--- src/design/fpbl_pkg.sv ---
`default_nettype none
// ==========================================
// Front panel button and indicator constants
package fpbl_pkg;

  // Time base
  localparam int unsigned CLK_HZ     = 25_000_000;
  localparam int unsigned MS_PER_S   = 1000;
  localparam int unsigned CYC_PER_MS = CLK_HZ / MS_PER_S;

  // Button hold thresholds and filter, in ms
  localparam logic [13:0] T_SHORT_MS  = 14'h3e8;  // 1 s
  localparam logic [13:0] T_LONG_MS   = 14'hbb8;  // 3 s
  localparam logic [13:0] T_RESET_MS  = 14'h2710; // 10 s
  localparam logic [13:0] T_DEB_MS    = 14'h14;   // 20 ms

  // Sequencing times, in ms
  localparam logic [14:0] T_LAMP_MS   = 15'hbb8;  // Lamp test, 3 s
  localparam logic [14:0] T_START_MS  = 15'h1388; // Converter start, 5 s
  localparam logic [14:0] T_BOOT_MS   = 15'h7530; // Gateway boot, 30 s
  localparam logic [8:0]  T_HALF_MS   = 9'hfa;    // Flash half period, 250 ms

  // Beep counts at each hold threshold
  localparam logic [2:0] BEEPS_SHORT = 3'h1;
  localparam logic [2:0] BEEPS_LONG  = 3'h2;
  localparam logic [2:0] BEEPS_RESET = 3'h5;

  // Flash code of one indicator
  typedef enum logic [2:0]
  {
    CODE_DARK   = 3'h0,
    CODE_F1     = 3'h1,
    CODE_F2     = 3'h2,
    CODE_F3     = 3'h3,
    CODE_F4     = 3'h4,
    CODE_STEADY = 3'h7
  } fpbl_code_type;

  // Unit sequencing states
  typedef enum logic [3:0]
  {
    ST_LAMP  = 4'h1,
    ST_OFF   = 4'h2,
    ST_START = 4'h4,
    ST_ON    = 4'h8
  } fpbl_state_type;

  // Inverter fault conditions
  typedef struct packed
  {
    logic low_batt;
    logic overload;
    logic thermal;
    logic other;
  } fpbl_fault_type;

  // Source port status
  typedef struct packed
  {
    logic present;
    logic connected;
    logic over_power;
    logic phase_err;
    logic other;
  } fpbl_src_type;

endpackage : fpbl_pkg
`default_nettype wire

--- src/design/fpbl_front_panel.sv ---
`timescale 1ns/100ps
`default_nettype none
// Summary of operation
// Press under one second clears latched errors and silences buzzer, state kept.
// Release between one and three seconds toggles the unit on or off.
// One beep when the hold reaches one second.
// Release between three and ten seconds does nothing.
// Two beeps when the hold reaches three seconds.
// Hold beyond ten seconds resets all devices.
// Five beeps when the hold reaches ten seconds.
// Action is that of the last threshold passed at release.
// Disabled button gives no action.
// After power-up, beep and light all indicators a few seconds.
// After power-up unit is off, all enables low, red steady.
// Turn-on refused until initial configuration is done.
// Turn-on clears red, connects battery, enables ports; start takes five seconds.
// White: dark off, steady on, one flash standby, two waiting restart.
// Red: dark no error, steady off, flash one to four by fault.
// Source: dark, steady, one wait, two power, three phase, four other.
// Second source uses the same codes up to three flashes.
// Connectivity dark thirty seconds after power-up, then shows gateway ready.
// Buzzer repeats the red indicator's current flash sequence.
// Identification request blinks all indicators together.
// Flash groups repeat with equal on and off and a long pause.
// Button synchronised and debounced before hold timing.
module fpbl_front_panel
  import fpbl_pkg::*;
#(
  parameter int unsigned CYC_PER_MS_P = CYC_PER_MS
)
(
  input  wire logic           clk_i,
  input  wire logic           arst_n_i,
  input  wire logic           button_i,
  input  wire logic           button_enable_i,
  input  wire logic           buzzer_enable_i,
  input  wire logic           config_done_i,
  input  wire logic           onoff_req_i,
  input  wire logic           identify_i,
  input  wire logic           gateway_ready_i,
  input  wire logic           standby_i,
  input  wire logic           wait_restart_i,
  input  wire fpbl_fault_type fault_i,
  input  wire fpbl_src_type   src_i,
  input  wire fpbl_src_type   src2_i,
  output logic                led_white_o,
  output logic                led_red_o,
  output logic                led_src_o,
  output logic                led_src2_o,
  output logic                led_conn_o,
  output logic                buzzer_o,
  output logic                unit_on_o,
  output logic                battery_connect_o,
  output logic                load_output_en_o,
  output logic                grid_genset_input_en_o,
  output logic                flexible_port_en_o,
  output logic                clear_errors_o,
  output logic                reset_all_o
);

  // ==========================================
  // Decoding helpers

  // Lit state of a code at a group slot
  function automatic logic fpbl_flash(input fpbl_code_type code, input logic [3:0] slot);
    logic lit;
    lit = 1'b0;
    if (code == CODE_STEADY)
      lit = 1'b1;
    else if (code != CODE_DARK)
      lit = (slot[3:1] < code) && !slot[0];
    return lit;
  endfunction

  // Code of a source port
  function automatic fpbl_code_type fpbl_src_code(input fpbl_src_type s, input logic has_other);
    fpbl_code_type c;
    c = CODE_DARK;
    if (s.other && has_other)
      c = CODE_F4;
    else if (s.phase_err)
      c = CODE_F3;
    else if (s.over_power)
      c = CODE_F2;
    else if (s.connected)
      c = CODE_STEADY;
    else if (s.present)
      c = CODE_F1;
    return c;
  endfunction

  // ==========================================
  // Millisecond tick
  logic [15:0] pre_cnt;
  logic        ms_tick;

  always_ff @(posedge clk_i or negedge arst_n_i)
  begin
    if (!arst_n_i)
    begin
      pre_cnt <= 16'h0;
      ms_tick <= 1'b0;
    end
    else if (pre_cnt == 16'(CYC_PER_MS_P - 1))
    begin
      pre_cnt <= 16'h0;
      ms_tick <= 1'b1;
    end
    else
    begin
      pre_cnt <= pre_cnt + 16'h1;
      ms_tick <= 1'b0;
    end
  end

  // ==========================================
  // Button conditioning
  logic        btn_meta;
  logic        btn_sync;
  logic        btn_deb;
  logic        btn_deb_d;
  logic [13:0] deb_ms;

  // Two-stage synchroniser
  always_ff @(posedge clk_i or negedge arst_n_i)
  begin
    if (!arst_n_i)
    begin
      btn_meta <= 1'b0;
      btn_sync <= 1'b0;
    end
    else
    begin
      btn_meta <= button_i;
      btn_sync <= btn_meta;
    end
  end

  // Accept a level only after it stays stable
  always_ff @(posedge clk_i or negedge arst_n_i)
  begin
    if (!arst_n_i)
    begin
      btn_deb   <= 1'b0;
      btn_deb_d <= 1'b0;
      deb_ms    <= 14'h0;
    end
    else
    begin
      btn_deb_d <= btn_deb;
      if (btn_sync == btn_deb)
        deb_ms <= 14'h0;
      else if (ms_tick)
      begin
        if (deb_ms == T_DEB_MS - 14'h1)
        begin
          btn_deb <= btn_sync;
          deb_ms  <= 14'h0;
        end
        else
          deb_ms <= deb_ms + 14'h1;
      end
    end
  end

  // ==========================================
  // Hold timing and release action
  logic [13:0] hold_ms;
  logic        released;
  logic        press_clear;
  logic        press_toggle;
  logic        press_reset;

  assign released     = btn_deb_d && !btn_deb && button_enable_i;
  assign press_clear  = released && (hold_ms < T_SHORT_MS);
  assign press_toggle = released && (hold_ms >= T_SHORT_MS) && (hold_ms < T_LONG_MS);
  assign press_reset  = released && (hold_ms >= T_RESET_MS);

  // Saturating hold counter
  always_ff @(posedge clk_i or negedge arst_n_i)
  begin
    if (!arst_n_i)
      hold_ms <= 14'h0;
    else if (!btn_deb)
    begin
      if (!btn_deb_d)
        hold_ms <= 14'h0;
    end
    else if (ms_tick && hold_ms < T_RESET_MS)
      hold_ms <= hold_ms + 14'h1;
  end

  // Action pulses
  always_ff @(posedge clk_i or negedge arst_n_i)
  begin
    if (!arst_n_i)
    begin
      clear_errors_o <= 1'b0;
      reset_all_o    <= 1'b0;
    end
    else
    begin
      clear_errors_o <= press_clear;
      reset_all_o    <= press_reset;
    end
  end

  // ==========================================
  // Feedback beep sequencer
  logic       thr_hit;
  logic [2:0] thr_beeps;
  logic [2:0] beep_left;
  logic       beep_on;
  logic [8:0] beep_ms;

  assign thr_hit = btn_deb && button_enable_i && ms_tick &&
                   (hold_ms == T_SHORT_MS - 14'h1 || hold_ms == T_LONG_MS - 14'h1 ||
                    hold_ms == T_RESET_MS - 14'h1);
  assign thr_beeps = (hold_ms == T_SHORT_MS - 14'h1) ? BEEPS_SHORT :
                     (hold_ms == T_LONG_MS - 14'h1)  ? BEEPS_LONG  :
                                                       BEEPS_RESET;

  // Each beep is one half period on, one off
  always_ff @(posedge clk_i or negedge arst_n_i)
  begin
    if (!arst_n_i)
    begin
      beep_left <= 3'h0;
      beep_on   <= 1'b0;
      beep_ms   <= 9'h0;
    end
    else if (thr_hit)
    begin
      beep_left <= thr_beeps;
      beep_on   <= 1'b1;
      beep_ms   <= 9'h0;
    end
    else if (beep_left != 3'h0 && ms_tick)
    begin
      if (beep_ms == T_HALF_MS - 9'h1)
      begin
        beep_ms <= 9'h0;
        beep_on <= !beep_on;
        if (beep_on)
          beep_left <= beep_left - 3'h1;
      end
      else
        beep_ms <= beep_ms + 9'h1;
    end
  end

  // ==========================================
  // Fault latching and buzzer silence
  fpbl_fault_type flt;
  logic           silenced;

  // A new fault wins over a clear in the same cycle
  always_ff @(posedge clk_i or negedge arst_n_i)
  begin
    if (!arst_n_i)
    begin
      flt      <= '0;
      silenced <= 1'b0;
    end
    else
    begin
      flt <= (press_clear ? fpbl_fault_type'(4'h0) : flt) | fault_i;
      if ((fault_i & ~flt) != '0)
        silenced <= 1'b0;
      else if (press_clear)
        silenced <= 1'b1;
    end
  end

  // ==========================================
  // Unit sequencing
  fpbl_state_type state;
  logic [14:0]    state_ms;
  logic           toggle_req;

  assign toggle_req = press_toggle || onoff_req_i;

  always_ff @(posedge clk_i or negedge arst_n_i)
  begin
    if (!arst_n_i)
    begin
      state    <= ST_LAMP;
      state_ms <= 15'h0;
    end
    else
    begin
      if (ms_tick)
        state_ms <= state_ms + 15'h1;
      unique case (state)
        ST_LAMP:
          if (ms_tick && state_ms == T_LAMP_MS - 15'h1)
          begin
            state    <= ST_OFF;
            state_ms <= 15'h0;
          end
        ST_OFF:
          if (toggle_req && config_done_i)
          begin
            state    <= ST_START;
            state_ms <= 15'h0;
          end
        ST_START:
          if (toggle_req)
            state <= ST_OFF;
          else if (ms_tick && state_ms == T_START_MS - 15'h1)
            state <= ST_ON;
        ST_ON:
          if (toggle_req)
            state <= ST_OFF;
      endcase
    end
  end

  // ==========================================
  // Flash group slot and gateway boot timer
  logic [8:0]  half_ms;
  logic [3:0]  slot;
  logic [14:0] boot_ms;

  always_ff @(posedge clk_i or negedge arst_n_i)
  begin
    if (!arst_n_i)
    begin
      half_ms <= 9'h0;
      slot    <= 4'h0;
      boot_ms <= 15'h0;
    end
    else if (ms_tick)
    begin
      if (boot_ms != T_BOOT_MS)
        boot_ms <= boot_ms + 15'h1;
      if (half_ms == T_HALF_MS - 9'h1)
      begin
        half_ms <= 9'h0;
        slot    <= slot + 4'h1;
      end
      else
        half_ms <= half_ms + 9'h1;
    end
  end

  // ==========================================
  // Indicator codes
  fpbl_code_type white_code;
  fpbl_code_type red_code;
  fpbl_code_type fault_code;
  logic          powered;

  assign powered = (state == ST_START) || (state == ST_ON);
  assign fault_code = flt.low_batt ? CODE_F1 :
                      flt.overload ? CODE_F2 :
                      flt.thermal  ? CODE_F3 :
                      flt.other    ? CODE_F4 : CODE_DARK;
  assign red_code   = powered ? fault_code : CODE_STEADY;
  assign white_code = !powered       ? CODE_DARK :
                      wait_restart_i ? CODE_F2   :
                      standby_i      ? CODE_F1   : CODE_STEADY;

  // Registered indicator and buzzer drive
  always_ff @(posedge clk_i or negedge arst_n_i)
  begin
    if (!arst_n_i)
    begin
      led_white_o <= 1'b0;
      led_red_o   <= 1'b0;
      led_src_o   <= 1'b0;
      led_src2_o  <= 1'b0;
      led_conn_o  <= 1'b0;
      buzzer_o    <= 1'b0;
    end
    else if (state == ST_LAMP)
    begin
      led_white_o <= 1'b1;
      led_red_o   <= 1'b1;
      led_src_o   <= 1'b1;
      led_src2_o  <= 1'b1;
      led_conn_o  <= 1'b1;
      buzzer_o    <= (state_ms < 15'(T_HALF_MS));
    end
    else if (identify_i)
    begin
      led_white_o <= slot[0];
      led_red_o   <= slot[0];
      led_src_o   <= slot[0];
      led_src2_o  <= slot[0];
      led_conn_o  <= slot[0];
      buzzer_o    <= beep_on;
    end
    else
    begin
      led_white_o <= fpbl_flash(white_code, slot);
      led_red_o   <= fpbl_flash(red_code, slot);
      led_src_o   <= powered && fpbl_flash(fpbl_src_code(src_i, 1'b1), slot);
      led_src2_o  <= powered && fpbl_flash(fpbl_src_code(src2_i, 1'b0), slot);
      led_conn_o  <= (boot_ms == T_BOOT_MS) && gateway_ready_i;
      buzzer_o    <= beep_on || (buzzer_enable_i && !silenced && powered &&
                     fpbl_flash(fault_code, slot));
    end
  end

  // Registered enables, all low until turn-on
  always_ff @(posedge clk_i or negedge arst_n_i)
  begin
    if (!arst_n_i)
    begin
      unit_on_o              <= 1'b0;
      battery_connect_o      <= 1'b0;
      load_output_en_o       <= 1'b0;
      grid_genset_input_en_o <= 1'b0;
      flexible_port_en_o     <= 1'b0;
    end
    else
    begin
      unit_on_o              <= (state == ST_ON);
      battery_connect_o      <= powered;
      load_output_en_o       <= powered;
      grid_genset_input_en_o <= powered;
      flexible_port_en_o     <= powered;
    end
  end

endmodule // fpbl_front_panel
`default_nettype wire

--- config.mk ---
export PLATFORM = sky130hd
export DESIGN_NAME = fpbl_front_panel
export DESIGN_NICKNAME = d
export VERILOG_FILES = /design/src/design/fpbl_pkg.sv /design/src/design/fpbl_front_panel.sv
export SDC_FILE = /design/constraint.sdc
export NUM_CORES = 1
export LEC_CHECK = 0
export ABC_AREA = 1
export BUFFER_PORTS_ARGS = -buffer_cell sky130_fd_sc_hd__buf_4
export CAP_MARGIN = 20
export CORE_MARGIN = 3
export CORE_UTILIZATION = 50
export CTS_BUF_LIST = sky130_fd_sc_hd__clkbuf_2 sky130_fd_sc_hd__clkbuf_4 sky130_fd_sc_hd__clkbuf_8
export DETAILED_ROUTE_END_ITERATION = 8
export PLACE_DENSITY = 0.67
export SETUP_SLACK_MARGIN = 0.4
export SYNTH_ARGS = -nofsm -noshare
export SYNTH_HDL_FRONTEND = slang
export SYNTH_SLANG_ARGS = --single-unit
export TNS_END_PERCENT = 5
--- constraint.sdc ---
create_clock -name clk_i -period 4 [get_ports clk_i]
set_clock_uncertainty 0.1 [all_clocks]
set_input_delay 0 -clock clk_i [delete_from_list [all_inputs] [get_ports clk_i]]
set_output_delay 0 -clock clk_i [all_outputs]
set_load 0.01 [all_outputs]
Word-level counts from Yosys, hierarchy flattened
Index checks and enable logic that the tools add are counted.

Bits in registers: 124. Input bits: 25. Logic and storage cells: 218.

$add $sub $neg: 9. Magnitude comparators: 11. Equality and inequality tests: 27. Multiplexer cells: 83. Bitwise logic cells: 4. Reductions and logical operators: 53.

Operators with widths (count): $mux 14 (6); $mux 3 (25); $mux 15 (3); $mux 1 (36); $mux 9 (4); $add 15x1->15 const B (2); $pmux 15 s2 (1); $add 14x1->14 const B (2); $logic_and 1x1->1 (25); $mux 4 (6); $add 9x1->9 const B (2); $eq 9x8->1 const B (2); $reduce_bool 3->1 (6); $add 16x1->16 const B (1); $eq 16x15->1 const B (1); $mux 16 (1); $pmux 4 s4 (1); $eq 15x12->1 const B (1); $eq 15x13->1 const B (1); $eq 15x15->1 const B (1); $eq 3x3->1 const B (5); $lt 15x8->1 const B (1); $lt 3x3->1 (5); $ne 15x15->1 const B (1); 30 further kinds (48).

Longest topological paths before layout
Gate-level depths: netlist of the first run.

Word-level depth: 16. Depth in mapped cells: 13.

Worst setup path after synthesis of the first run
No wires, ideal clock.

Path kind: register to register. Start point: register hold_ms[0]. End point: register beep_ms[4]. Library setup time: 123 ps. Arrival time: 1609 ps. Data required time: 3777 ps. Path slack: 2168 ps. Cell stages (with the launch flop): 12. Path buffers: 1. Clock period less this slack: 1832 ps. Cell sequence: dfrtp_1 -> ha_1 -> nand2_1 -> nor2_2 -> inv_2 -> nor2_1 -> nand2_1 -> nand3_1 -> nand2_2 -> buf_2 -> nand4_1 -> o21ai_1.

Cells in the longest elaborated chain, start to end: 5.

RTL lines: start: declaration (line fpbl_front_panel.sv:168) `logic [13:0] hold_ms;`; start signal: assignment (line fpbl_front_panel.sv:190) `hold_ms <= hold_ms + 14'h1;`; $eq 14x10->1 / $eq 14x12->1 (equally long branches) (line fpbl_front_panel.sv:217) `(hold_ms == T_SHORT_MS - 14'h1 || hold_ms == T_LONG_MS - 14'h1 ||`; $logic_or 1x1->1 (line fpbl_front_panel.sv:217); $logic_or 1x1->1 * (line fpbl_front_panel.sv:217); $logic_and 1x1->1 * (line fpbl_front_panel.sv:216) `assign thr_hit = btn_deb && button_enable_i && ms_tick &&`; $mux 9 / $reduce_bool 2->1 (equally long branches); end signal: assignment (line fpbl_front_panel.sv:248) `beep_ms <= beep_ms + 9'h1;`; end: declaration (line fpbl_front_panel.sv:214) `logic [8:0] beep_ms;`.

Every way passes the cells marked *; elsewhere a longest branch is shown, timed or not. A chain may end at the register's enable or synchronous reset.

Worst setup path after layout of the first run
Start point: register state[1]. End point: register led_white_o.

Cells in the longest elaborated chain, start to end: 9.

RTL lines: start: declaration (line fpbl_front_panel.sv:277) `fpbl_state_type state;`; start signal: assignment (line fpbl_front_panel.sv:287) `state <= ST_LAMP;`; start signal: assignment (line fpbl_front_panel.sv:298) `state <= ST_OFF;`; start signal: assignment (line fpbl_front_panel.sv:304) `state <= ST_START;`; $eq 4x3->1 / $eq 4x4->1 (equally long branches) (line fpbl_front_panel.sv:354) `assign powered = (state == ST_START) || (state == ST_ON);`; $logic_or 1x1->1 * (line fpbl_front_panel.sv:354); via powered (line fpbl_front_panel.sv:352) `logic powered;`; $mux 3 * (line fpbl_front_panel.sv:360) `assign white_code = !powered ? CODE_DARK :`; $lt 3x3->1 (line fpbl_front_panel.sv:71) `lit = (slot[3:1] < code) && !slot[0];`; $logic_and 1x1->1 (line fpbl_front_panel.sv:71); $mux 1 (line fpbl_front_panel.sv:70) `else if (code != CODE_DARK)`; $mux 1 * (line fpbl_front_panel.sv:68) `if (code == CODE_STEADY)`; $mux 1 * (line fpbl_front_panel.sv:385) `else if (identify_i)`; $mux 1 * (line fpbl_front_panel.sv:376) `else if (state == ST_LAMP)`; end signal: assignment (line fpbl_front_panel.sv:387) `led_white_o <= slot[0];`; end signal: assignment (line fpbl_front_panel.sv:396) `led_white_o <= fpbl_flash(white_code, slot);`; end: declaration (line fpbl_front_panel.sv:46) `output logic led_white_o,`.

Mark *: on every way through the listed nets, which the timed path passes. The rest lies on a longest branch.

==> metrics.md, run 1 <==
| Metric | Value |
|---|---|
| Status | finished clean |
| Remaining global-route overflow | 0 |
| Die ar. | 15,800 sq um |
| Setup violations, final | 0 |
| Combined global-route utilization of all metal layers | 19.5% |
| Vias | 5,884 |
| Synthesized flop and latch total | 124 |
| Proportion of netlist area held by the largest area contributor | 42.9% |
| Critical path endpoint category | flip-flop |
| Initial cell density of the core | 51.5% |
| Final clock period utilization by the worst path | 65.0% |
| VDD IR-drop max | 0.297 mV |
| Routability congestion estimate from global placement | 0.869 |
| Worst slack after detailed placement | 1.72 ns |
| Fillcell total | 1,259 |
| Skew-Pair Late Insertion Delay | 0.44 ns |
| Cell taking the most area after synthesis | sky130_fd_sc_hd__dfrtp_1 |
| Ratio of cells with drive above 1 in the final layout | 12.3% |
| Leakage | 3.97 nW |
| Antenna violations before repair | 0 |
| Mean routed wirelength per cell | 12.6 microns |
| Total power divided by cell area | 338 nW/um^2 |
| Number of buffers on the longest clock path | 2 |
| HPWL after detailed placement | 10,300 microns |
| Data arrival, critical path | 2.87 ns |
| Post-synth top cells | sky130_fd_sc_hd__nand2_1 (163), sky130_fd_sc_hd__inv_1 (131), sky130_fd_sc_hd__dfrtp_1 (123) |
| TritonCTS clock tree | done |
| Sort of element at the start of the critical path | flip-flop |
| Clock-pin slew of the registers on the worst-case setup and hold paths | 0.07 ns |
| Net count, final | 1,014 |
| Wire length of the first global-routing pass | 25,600 microns |
| Largest net degree at the start of global routing | 71 |
| Cell area after synthesis | 7170 sq um |
| Number of port buffers | 36 |
| Yosys Warn Count | 0 |
| Main synth FF type | sky130_fd_sc_hd__dfrtp_1 |
| Setup repair after global routing missed its margin | false |
| Core Region | 13,900 sq um |
| Final-report hold violation count | 0 |
| Non-filler instance count after layout | 1,157 |
| CTS Buf Count | 17 |
| Worst EP required | 4.27 ns |
| Setup Total Neg Slack | 0 ns |
| Worst slew slack as a fraction of its limit | 40.3% |
| Clock root cell | sky130_fd_sc_hd__clkbuf_8 |
| Number of global-route vias before repair | 5,639 |
| Number of primary I/O pins | 38 |
| DR pass1 iterations | 6 |
| Number of antenna-violating nets in the routed design | 0 |
| Total nets after synthesis | 946 |
| Post-CTS Setup Repair Bufs | 0 |
| Synthesized area per cell | 7.99 sq um |
| Core Util, Final | 59.1% |
| Total inserted antenna cells | 0 |
| Layout Area Growth over Synthesis | 14.9% |
| Area contributors post-synth | sky130_fd_sc_hd__dfrtp_1 (43%), sky130_fd_sc_hd__nand2_1 (8.5%), sky130_fd_sc_hd__inv_1 (6.9%) |
| Total of max-cap violations | 0 |
| Post-DR vias/cell | 5.09 |
| Maximum level of the CTS H-tree | 4 |
| Number of enable-type register cells in the synthesized netlist | 0 |
| Count of final max-slew check failures | 0 |
| Number of different library cells in the post-synthesis netlist | 46 |
| Placed Cells | 1,103 |
| Transition time of the tightest slew-check pin | 0.896 ns |
| Post-synthesis cell count | 897 |
| Setup ws final | 1.40 ns |
| Top-count cell post-synth | sky130_fd_sc_hd__nand2_1 |
| Tmin final | 2.60 ns |
| Clock sink count | 124 |
| Crit Path Max Fanout | 7 |
| Post-synthesis async set-or-reset flop share | 100% |
| Detailed Route WL | 14,600 microns |
| DRC viols | 0 |
| Path type of the worst min-delay path | in -> reg |
| Chip Height | 126 microns |
| F_max | 385 MHz |
| Hold WS | 0.114 ns |
| Number of placement rows | 43 |
| Worst Path Class, Setup | reg -> reg |
| Drt first-iter violations | 269 |
| Horiz. Die Dim | 126 microns |
| Register area share after synthesis | 43.3% |
==> registers in the layout, summed over array words and instances (netlist names), 3 cells and up <==
| name | cells |
|---|---|
| pre_cnt | 16 |
| beep_left | 3 |
| boot_ms | 15 |
| state_ms | 15 |
| state | 4 |
| half_ms | 9 |
| beep_ms | 9 |
| hold_ms | 14 |
| deb_ms | 14 |
| flt | 4 |
| slot | 4 |
==> metrics by stage <==
step | cell area, sq um | total power, mW
2_1_floorplan | 7170 | 1.57
3_3_place_gp | 7590 | 1.64
3_5_place_dp | 7590 | 1.64
4_1_cts | 8240 | 2.82
5_1_grt | 8240 | 2.91
6_report | 8240 | 2.79
==> layout make-up <==
type | count | area [sq um] | share of cell area, %
well taps | 180 | 225 | 2.73
repair buffers | 61 | 515 | 6.26
inverters | 143 | 537 | 6.52
multi-input cells | 618 | 3440 | 41.8
clock buffers | 18 | 248 | 3.01
clock inverters | 13 | 168 | 2.04
flip-flops and latches | 124 | 3100 | 37.7
==> per-layer routing <==
layer  vias to the layer above  routed length, microns  global-route usage [%]
met1                      2725                    7190                    26.6
li1                       3065                       -                       -
met3                        16                     433                    4.62
met5                         -                       0                       0
met4                         0                     195                    5.05
met2                        78                    6750                    31.6
==> final timing paths <==
| path | from | endpoint | slack, ns | cells past startpoint |
|---|---|---|---|---|
| min in group asynchronous | arst_n_i | led_red_o$_DFF_PN0_ | 0.12 | 2 |
| max reg2reg | state[1]$_DFFE_PN0P_ | led_white_o$_DFF_PN0_ | 1.40 | 11 |
| max | state[1]$_DFFE_PN0P_ | led_white_o$_DFF_PN0_ | 1.40 | 11 |
| min | button_i | btn_meta$_DFF_PN0_ | 0.11 | 2 |
| min reg2reg | btn_meta$_DFF_PN0_ | btn_sync$_DFF_PN0_ | 0.28 | 0 |
| max in group asynchronous | arst_n_i | hold_ms[4]$_DFFE_PN0P_ | 2.75 | 3 |
==> power breakdown <==
group / total [mW] / leakage (nW) / internal (mW) / switching (mW)
Sequential: 1.29 / 1.66 / 1.27 / 0.0154
Combinational: 0.344 / 2.10 / 0.118 / 0.226
Clock: 1.16 / 0.205 / 0.633 / 0.523
==> critical path, stage by stage, from the launching register on <==
cell,delay (ns)
sky130_fd_sc_hd__dfrtp_1,0.40
sky130_fd_sc_hd__nor2_1,0.15
sky130_fd_sc_hd__nand3_1,0.15
sky130_fd_sc_hd__nand2_1,0.23
sky130_fd_sc_hd__nand3_1,0.14
sky130_fd_sc_hd__ha_1,0.31
sky130_fd_sc_hd__a21oi_1,0.15
sky130_fd_sc_hd__nand3_1,0.08
sky130_fd_sc_hd__o21ai_0,0.15
sky130_fd_sc_hd__nand2_1,0.06
sky130_fd_sc_hd__dlygate4sd3_1,0.56
sky130_fd_sc_hd__nand2_1,0.06
==> placed cells by master, fill, tap and decap left out, types with 9 or more instances in the layout <==
| master | instances |
|---|---|
| sky130_fd_sc_hd__nand3_1 | 76 |
| sky130_fd_sc_hd__nor4_1 | 9 |
| sky130_fd_sc_hd__buf_4 | 38 |
| sky130_fd_sc_hd__nor2_1 | 96 |
| sky130_fd_sc_hd__xor2_1 | 37 |
| sky130_fd_sc_hd__nand2_1 | 163 |
| sky130_fd_sc_hd__clkbuf_8 | 18 |
| sky130_fd_sc_hd__nand4_1 | 44 |
| sky130_fd_sc_hd__a21oi_1 | 16 |
| sky130_fd_sc_hd__dlygate4sd3_1 | 23 |
| sky130_fd_sc_hd__xnor2_1 | 10 |
| sky130_fd_sc_hd__inv_2 | 11 |
| sky130_fd_sc_hd__inv_1 | 131 |
| sky130_fd_sc_hd__ha_1 | 24 |
| sky130_fd_sc_hd__o21ai_0 | 46 |
| sky130_fd_sc_hd__dfrtp_1 | 123 |
| sky130_fd_sc_hd__nor3_1 | 28 |
| sky130_fd_sc_hd__nor2_4 | 11 |
==> logic make-up after synthesis <==
logic type      share of synthesized area [%]
simple gates                             31.4
fa+ha+maj                                4.19
compound gates                           6.68
buf+inv                                  8.73
flops                                    43.3
xor+xnor                                 5.74
==> what timing repair did <==
| item | in CTS | in global routing |
|---|---|---|
| hold buffers | 23 | 0 |
| hold endpoints to repair | 95 | 0 |
| gates resized for setup | 0 | 0 |
Power figures use the tool's default switching activity.
==> run 2: changes to the inputs <==
- clock period: 4 -> 2.69 ns (I/O delays scaled with it)
==> run 2 against run 1 <==
Effect of this change:
- combinational power increased by 52%
- register-to-register slack got worse by 0.84 ns
- power is 54% higher
- die area unchanged
- clock power increased by 59%
- critical path depth is 3 lower
- first-iteration DRC count is 22% higher
- sequential power increased by 49%
- clock-buffer cell count is 1 lower
- utilization is 1.1 points higher
- final cell count rose by 0.95%
- fmax increased by 22%
- largest power group unchanged
- highest routed layer unchanged
==> metrics.md, run 2 (synthesis gave the netlist of run 1 again) <==
| Metric | Value |
|---|---|
| Number of buffers on the longest clock path | 2 (unchanged) |
| Ratio of cells with drive above 1 in the final layout | 13.1% (+0.77 points) |
| Skew-Pair Late Insertion Delay | 0.44 ns (about the same) |
| Total inserted antenna cells | 0 (unchanged) |
| Sw Pwr | 1.18 mW (+55%) |
| Data arrival, critical path | 2.41 ns (-0.46 ns) |
| Endpoint of the worst register-to-register path | state[2]$_DFFE_PN0P_ |
| Placed Cells | 1,108 (+0.45%) |
| HP Start | button_i |
| Maximum level of the CTS H-tree | 4 (unchanged) |
| VDD IR-drop max | 0.380 mV (+28%) |
| Status | finished clean |
| Transition time of the tightest slew-check pin | 0.568 ns (-0.328 ns) |
| Total of max-cap violations | 0 (unchanged) |
| Crit-path cells | ha_1, nand3_1, nor4_1, nand3_1, nand2_2, nand4_1, dlygate4sd3_1, nand2_1 |
| Initial cell density of the core | 51.5% (unchanged) |
| Slowest library cell on the worst path | sky130_fd_sc_hd__dlygate4sd3_1 |
| Cell-internal power | 3.10 mW (+53%) |
| Post-CTS Setup Repair Bufs | 0 (unchanged) |
| Vias | 5,995 (+1.9%) |
| Mean routed wirelength per cell | 12.7 microns (+1.2%) |
| Setup violations, final | 0 (unchanged) |
| Drt first-iter violations | 329 (+22%) |
| Clock sink count | 124 (unchanged) |
| Antenna violations before repair | 0 (unchanged) |
| WHS Endpoint | btn_meta$_DFF_PN0_ |
| Worst Hold Path Cells | 2 (unchanged) |
| Combined global-route utilization of all metal layers | 20.2% (+0.66 points) |
| F_max | 470 MHz (+22%) |
| Setup Total Neg Slack | 0 ns (unchanged) |
| Net count, final | 1,024 (+0.99%) |
| Path type of the worst min-delay path | in -> reg |
| Part of the total power dissipated in combinational logic | 12.2% (about the same) |
| Final-report hold violation count | 0 (unchanged) |
| FF-to-FF setup slack | 0.56 ns (-0.84 ns) |
| Die ar. | 15,800 sq um (unchanged) |
| Worst EP required | 2.97 ns (-1.30 ns) |
| Chip Height | 126 microns (unchanged) |
| Number of placement rows | 43 (unchanged) |
| Number of primary I/O pins | 38 (unchanged) |
| Detailed Route WL | 14,900 microns (+2.2%) |
| Worst flop-to-flop path startpoint | state_ms[0]$_DFF_PN0_ |
| HPWL after detailed placement | 10,500 microns (+1.6%) |
| Non-filler instance count after layout | 1,168 (+0.95%) |
| DR pass1 iterations | 8 (+2) |
| Clock root cell | sky130_fd_sc_hd__clkbuf_8 |
| Crit Path Max Fanout | 6 (-1) |
| Leakage | 4.05 nW (+2.2%) |
| Final clock period utilization by the worst path | 79.1% (+14 points) |
| Remaining global-route overflow | 0 (unchanged) |
| Sequential fraction of design power | 44.7% (-1.5 points) |
| Tmin final | 2.13 ns (-0.472 ns) |
| Sort of element at the start of the critical path | flip-flop |
| Fillcell total | 1,257 (-0.16%) |
| Part of the total power dissipated in the clock network | 43.1% (+1.7 points) |
| Number of global-route vias before repair | 5,757 (+2.1%) |
| Number of antenna-violating nets in the routed design | 0 (unchanged) |
| Top library cells by usage in the layout, fill and taps aside | sky130_fd_sc_hd__nand2_1 (161), sky130_fd_sc_hd__inv_1 (131), sky130_fd_sc_hd__dfrtp_1 (123), sky130_fd_sc_hd__nor2_1 (96), sky130_fd_sc_hd__nand3_1 (76) |
| R2R cell count | 8 (-3) |
| Routability congestion estimate from global placement | 0.839 (-3.5%) |
| Most common library cell in the layout ignoring fill and taps | sky130_fd_sc_hd__nand2_1 |
| Biggest register | pre_cnt |
| TritonCTS clock tree | done |
| Setup repair after global routing missed its margin | true |
| Wire length of the first global-routing pass | 26,400 microns (+3.0%) |
| Max stage delay on crit path | 0.58 ns (+0.02 ns) |
| Total power divided by cell area | 511 nW/um^2 (+51%) |
| Post-DR vias/cell | 5.13 (+0.93%) |
| Most Frequent Cell on Critical Path | sky130_fd_sc_hd__nand3_1 |
| DRC viols | 0 (unchanged) |
| Clock-pin slew of the registers on the worst-case setup and hold paths | 0.08 ns (about the same) |
| Horiz. Die Dim | 126 microns (unchanged) |
| Layout Area Growth over Synthesis | 17.1% |
| Switching part of the total | 27.6% (+0.19 points) |
| Number of port buffers | 36 (unchanged) |
| Largest net degree at the start of global routing | 60 (-15%) |
| Count of final max-slew check failures | 0 (unchanged) |
| Registers with the most flip-flops | pre_cnt (16), boot_ms (15), state_ms (15) |
| Worst Path Class, Setup | reg -> reg |
| Critical path endpoint category | flip-flop |
| Core Region | 13,900 sq um (unchanged) |
| CTS Buf Count | 17 (unchanged) |
| Largest register FFs | 16 (unchanged) |
| Worst slew slack as a fraction of its limit | 61.9% (+22 points) |
-- run 2: per-stage QoR --
step / utilization (%) / power (mW) / hold WS, ns / area (sq um) / worst slack (ns)
floorplan: - / 2.34 / -0.396 / 7170 / 0.858
global placement: 54.8 / 2.44 / -0.149 / 7640 / 0.480
detailed placement: 54.8 / 2.45 / -0.148 / 7640 / 0.451
CTS: 60.1 / 4.35 / 0.0667 / 8380 / 0.427
global route: 60.2 / 4.51 / 0.0727 / 8390 / 0.357
finish: 60.2 / 4.29 / 0.108 / 8390 / 0.562
-- run 2: routing by layer --
metal	wire length [microns]	part of all wire (%)	up-vias	track usage (%)
met5	0	0	-	0
met4	191	1.3	0	6.12
met3	580	3.9	17	4.83
met2	6900	46	96	32.2
met1	7210	48	2793	27.6
li1	-	-	3089	-
-- run 2: cell type report --
cell class	instances	area, sq um	area share (%)
repair buffers	71	626	7.45
flip-flops and latches	124	3100	37.0
inverters	143	537	6.40
well taps	180	225	2.68
multi-input cells	618	3450	41.2
clock buffers	17	234	2.79
clock inverters	15	211	2.52
-- run 2: how the worst max path moves through the flow --
stage	cells after the start	to	from	slack, ns
final	8	state[2]$_DFFE_PN0P_	state_ms[0]$_DFF_PN0_	0.56
after global routing	12	beep_left[0]$_DFFE_PN0P_	hold_ms[0]$_DFFE_PN0P_	0.36
after global placement	10	beep_ms[3]$_DFFE_PN0P_	hold_ms[0]$_DFFE_PN0P_	0.48
after detailed placement	10	beep_ms[3]$_DFFE_PN0P_	hold_ms[0]$_DFFE_PN0P_	0.45
after CTS	10	beep_ms[3]$_DFFE_PN0P_	hold_ms[0]$_DFFE_PN0P_	0.43
after floorplan	11	beep_ms[4]$_DFFE_PN0P_	hold_ms[0]$_DFFE_PN0P_	0.86
-- run 2: power groups by stage --
| stage | Combinational, mW | Sequential [mW] | Clock (mW) |
|---|---|---|---|
| final | 0.524 | 1.92 | 1.85 |
| after global routing | 0.588 | 1.92 | 2.00 |
| after CTS | 0.531 | 1.92 | 1.91 |
| after detailed placement | 0.496 | 1.95 | 0 |
| after global placement | 0.493 | 1.95 | 0 |
| after floorplan | 0.384 | 1.96 | 0 |
-- run 2: critical path, delay by kind of cell (launching register included) --
family	cells	cell delay [ns]
fa+ha+maj	1	0.21
buf+inv	1	0.58
flops	1	0.40
simple gates	6	0.76
-- run 2: repair_timing --
item	CTS	global route
endpoints found under the setup margin	0	16
gates resized for setup	0	4
hold endpoints to repair	158	0
hold buffers	28	0
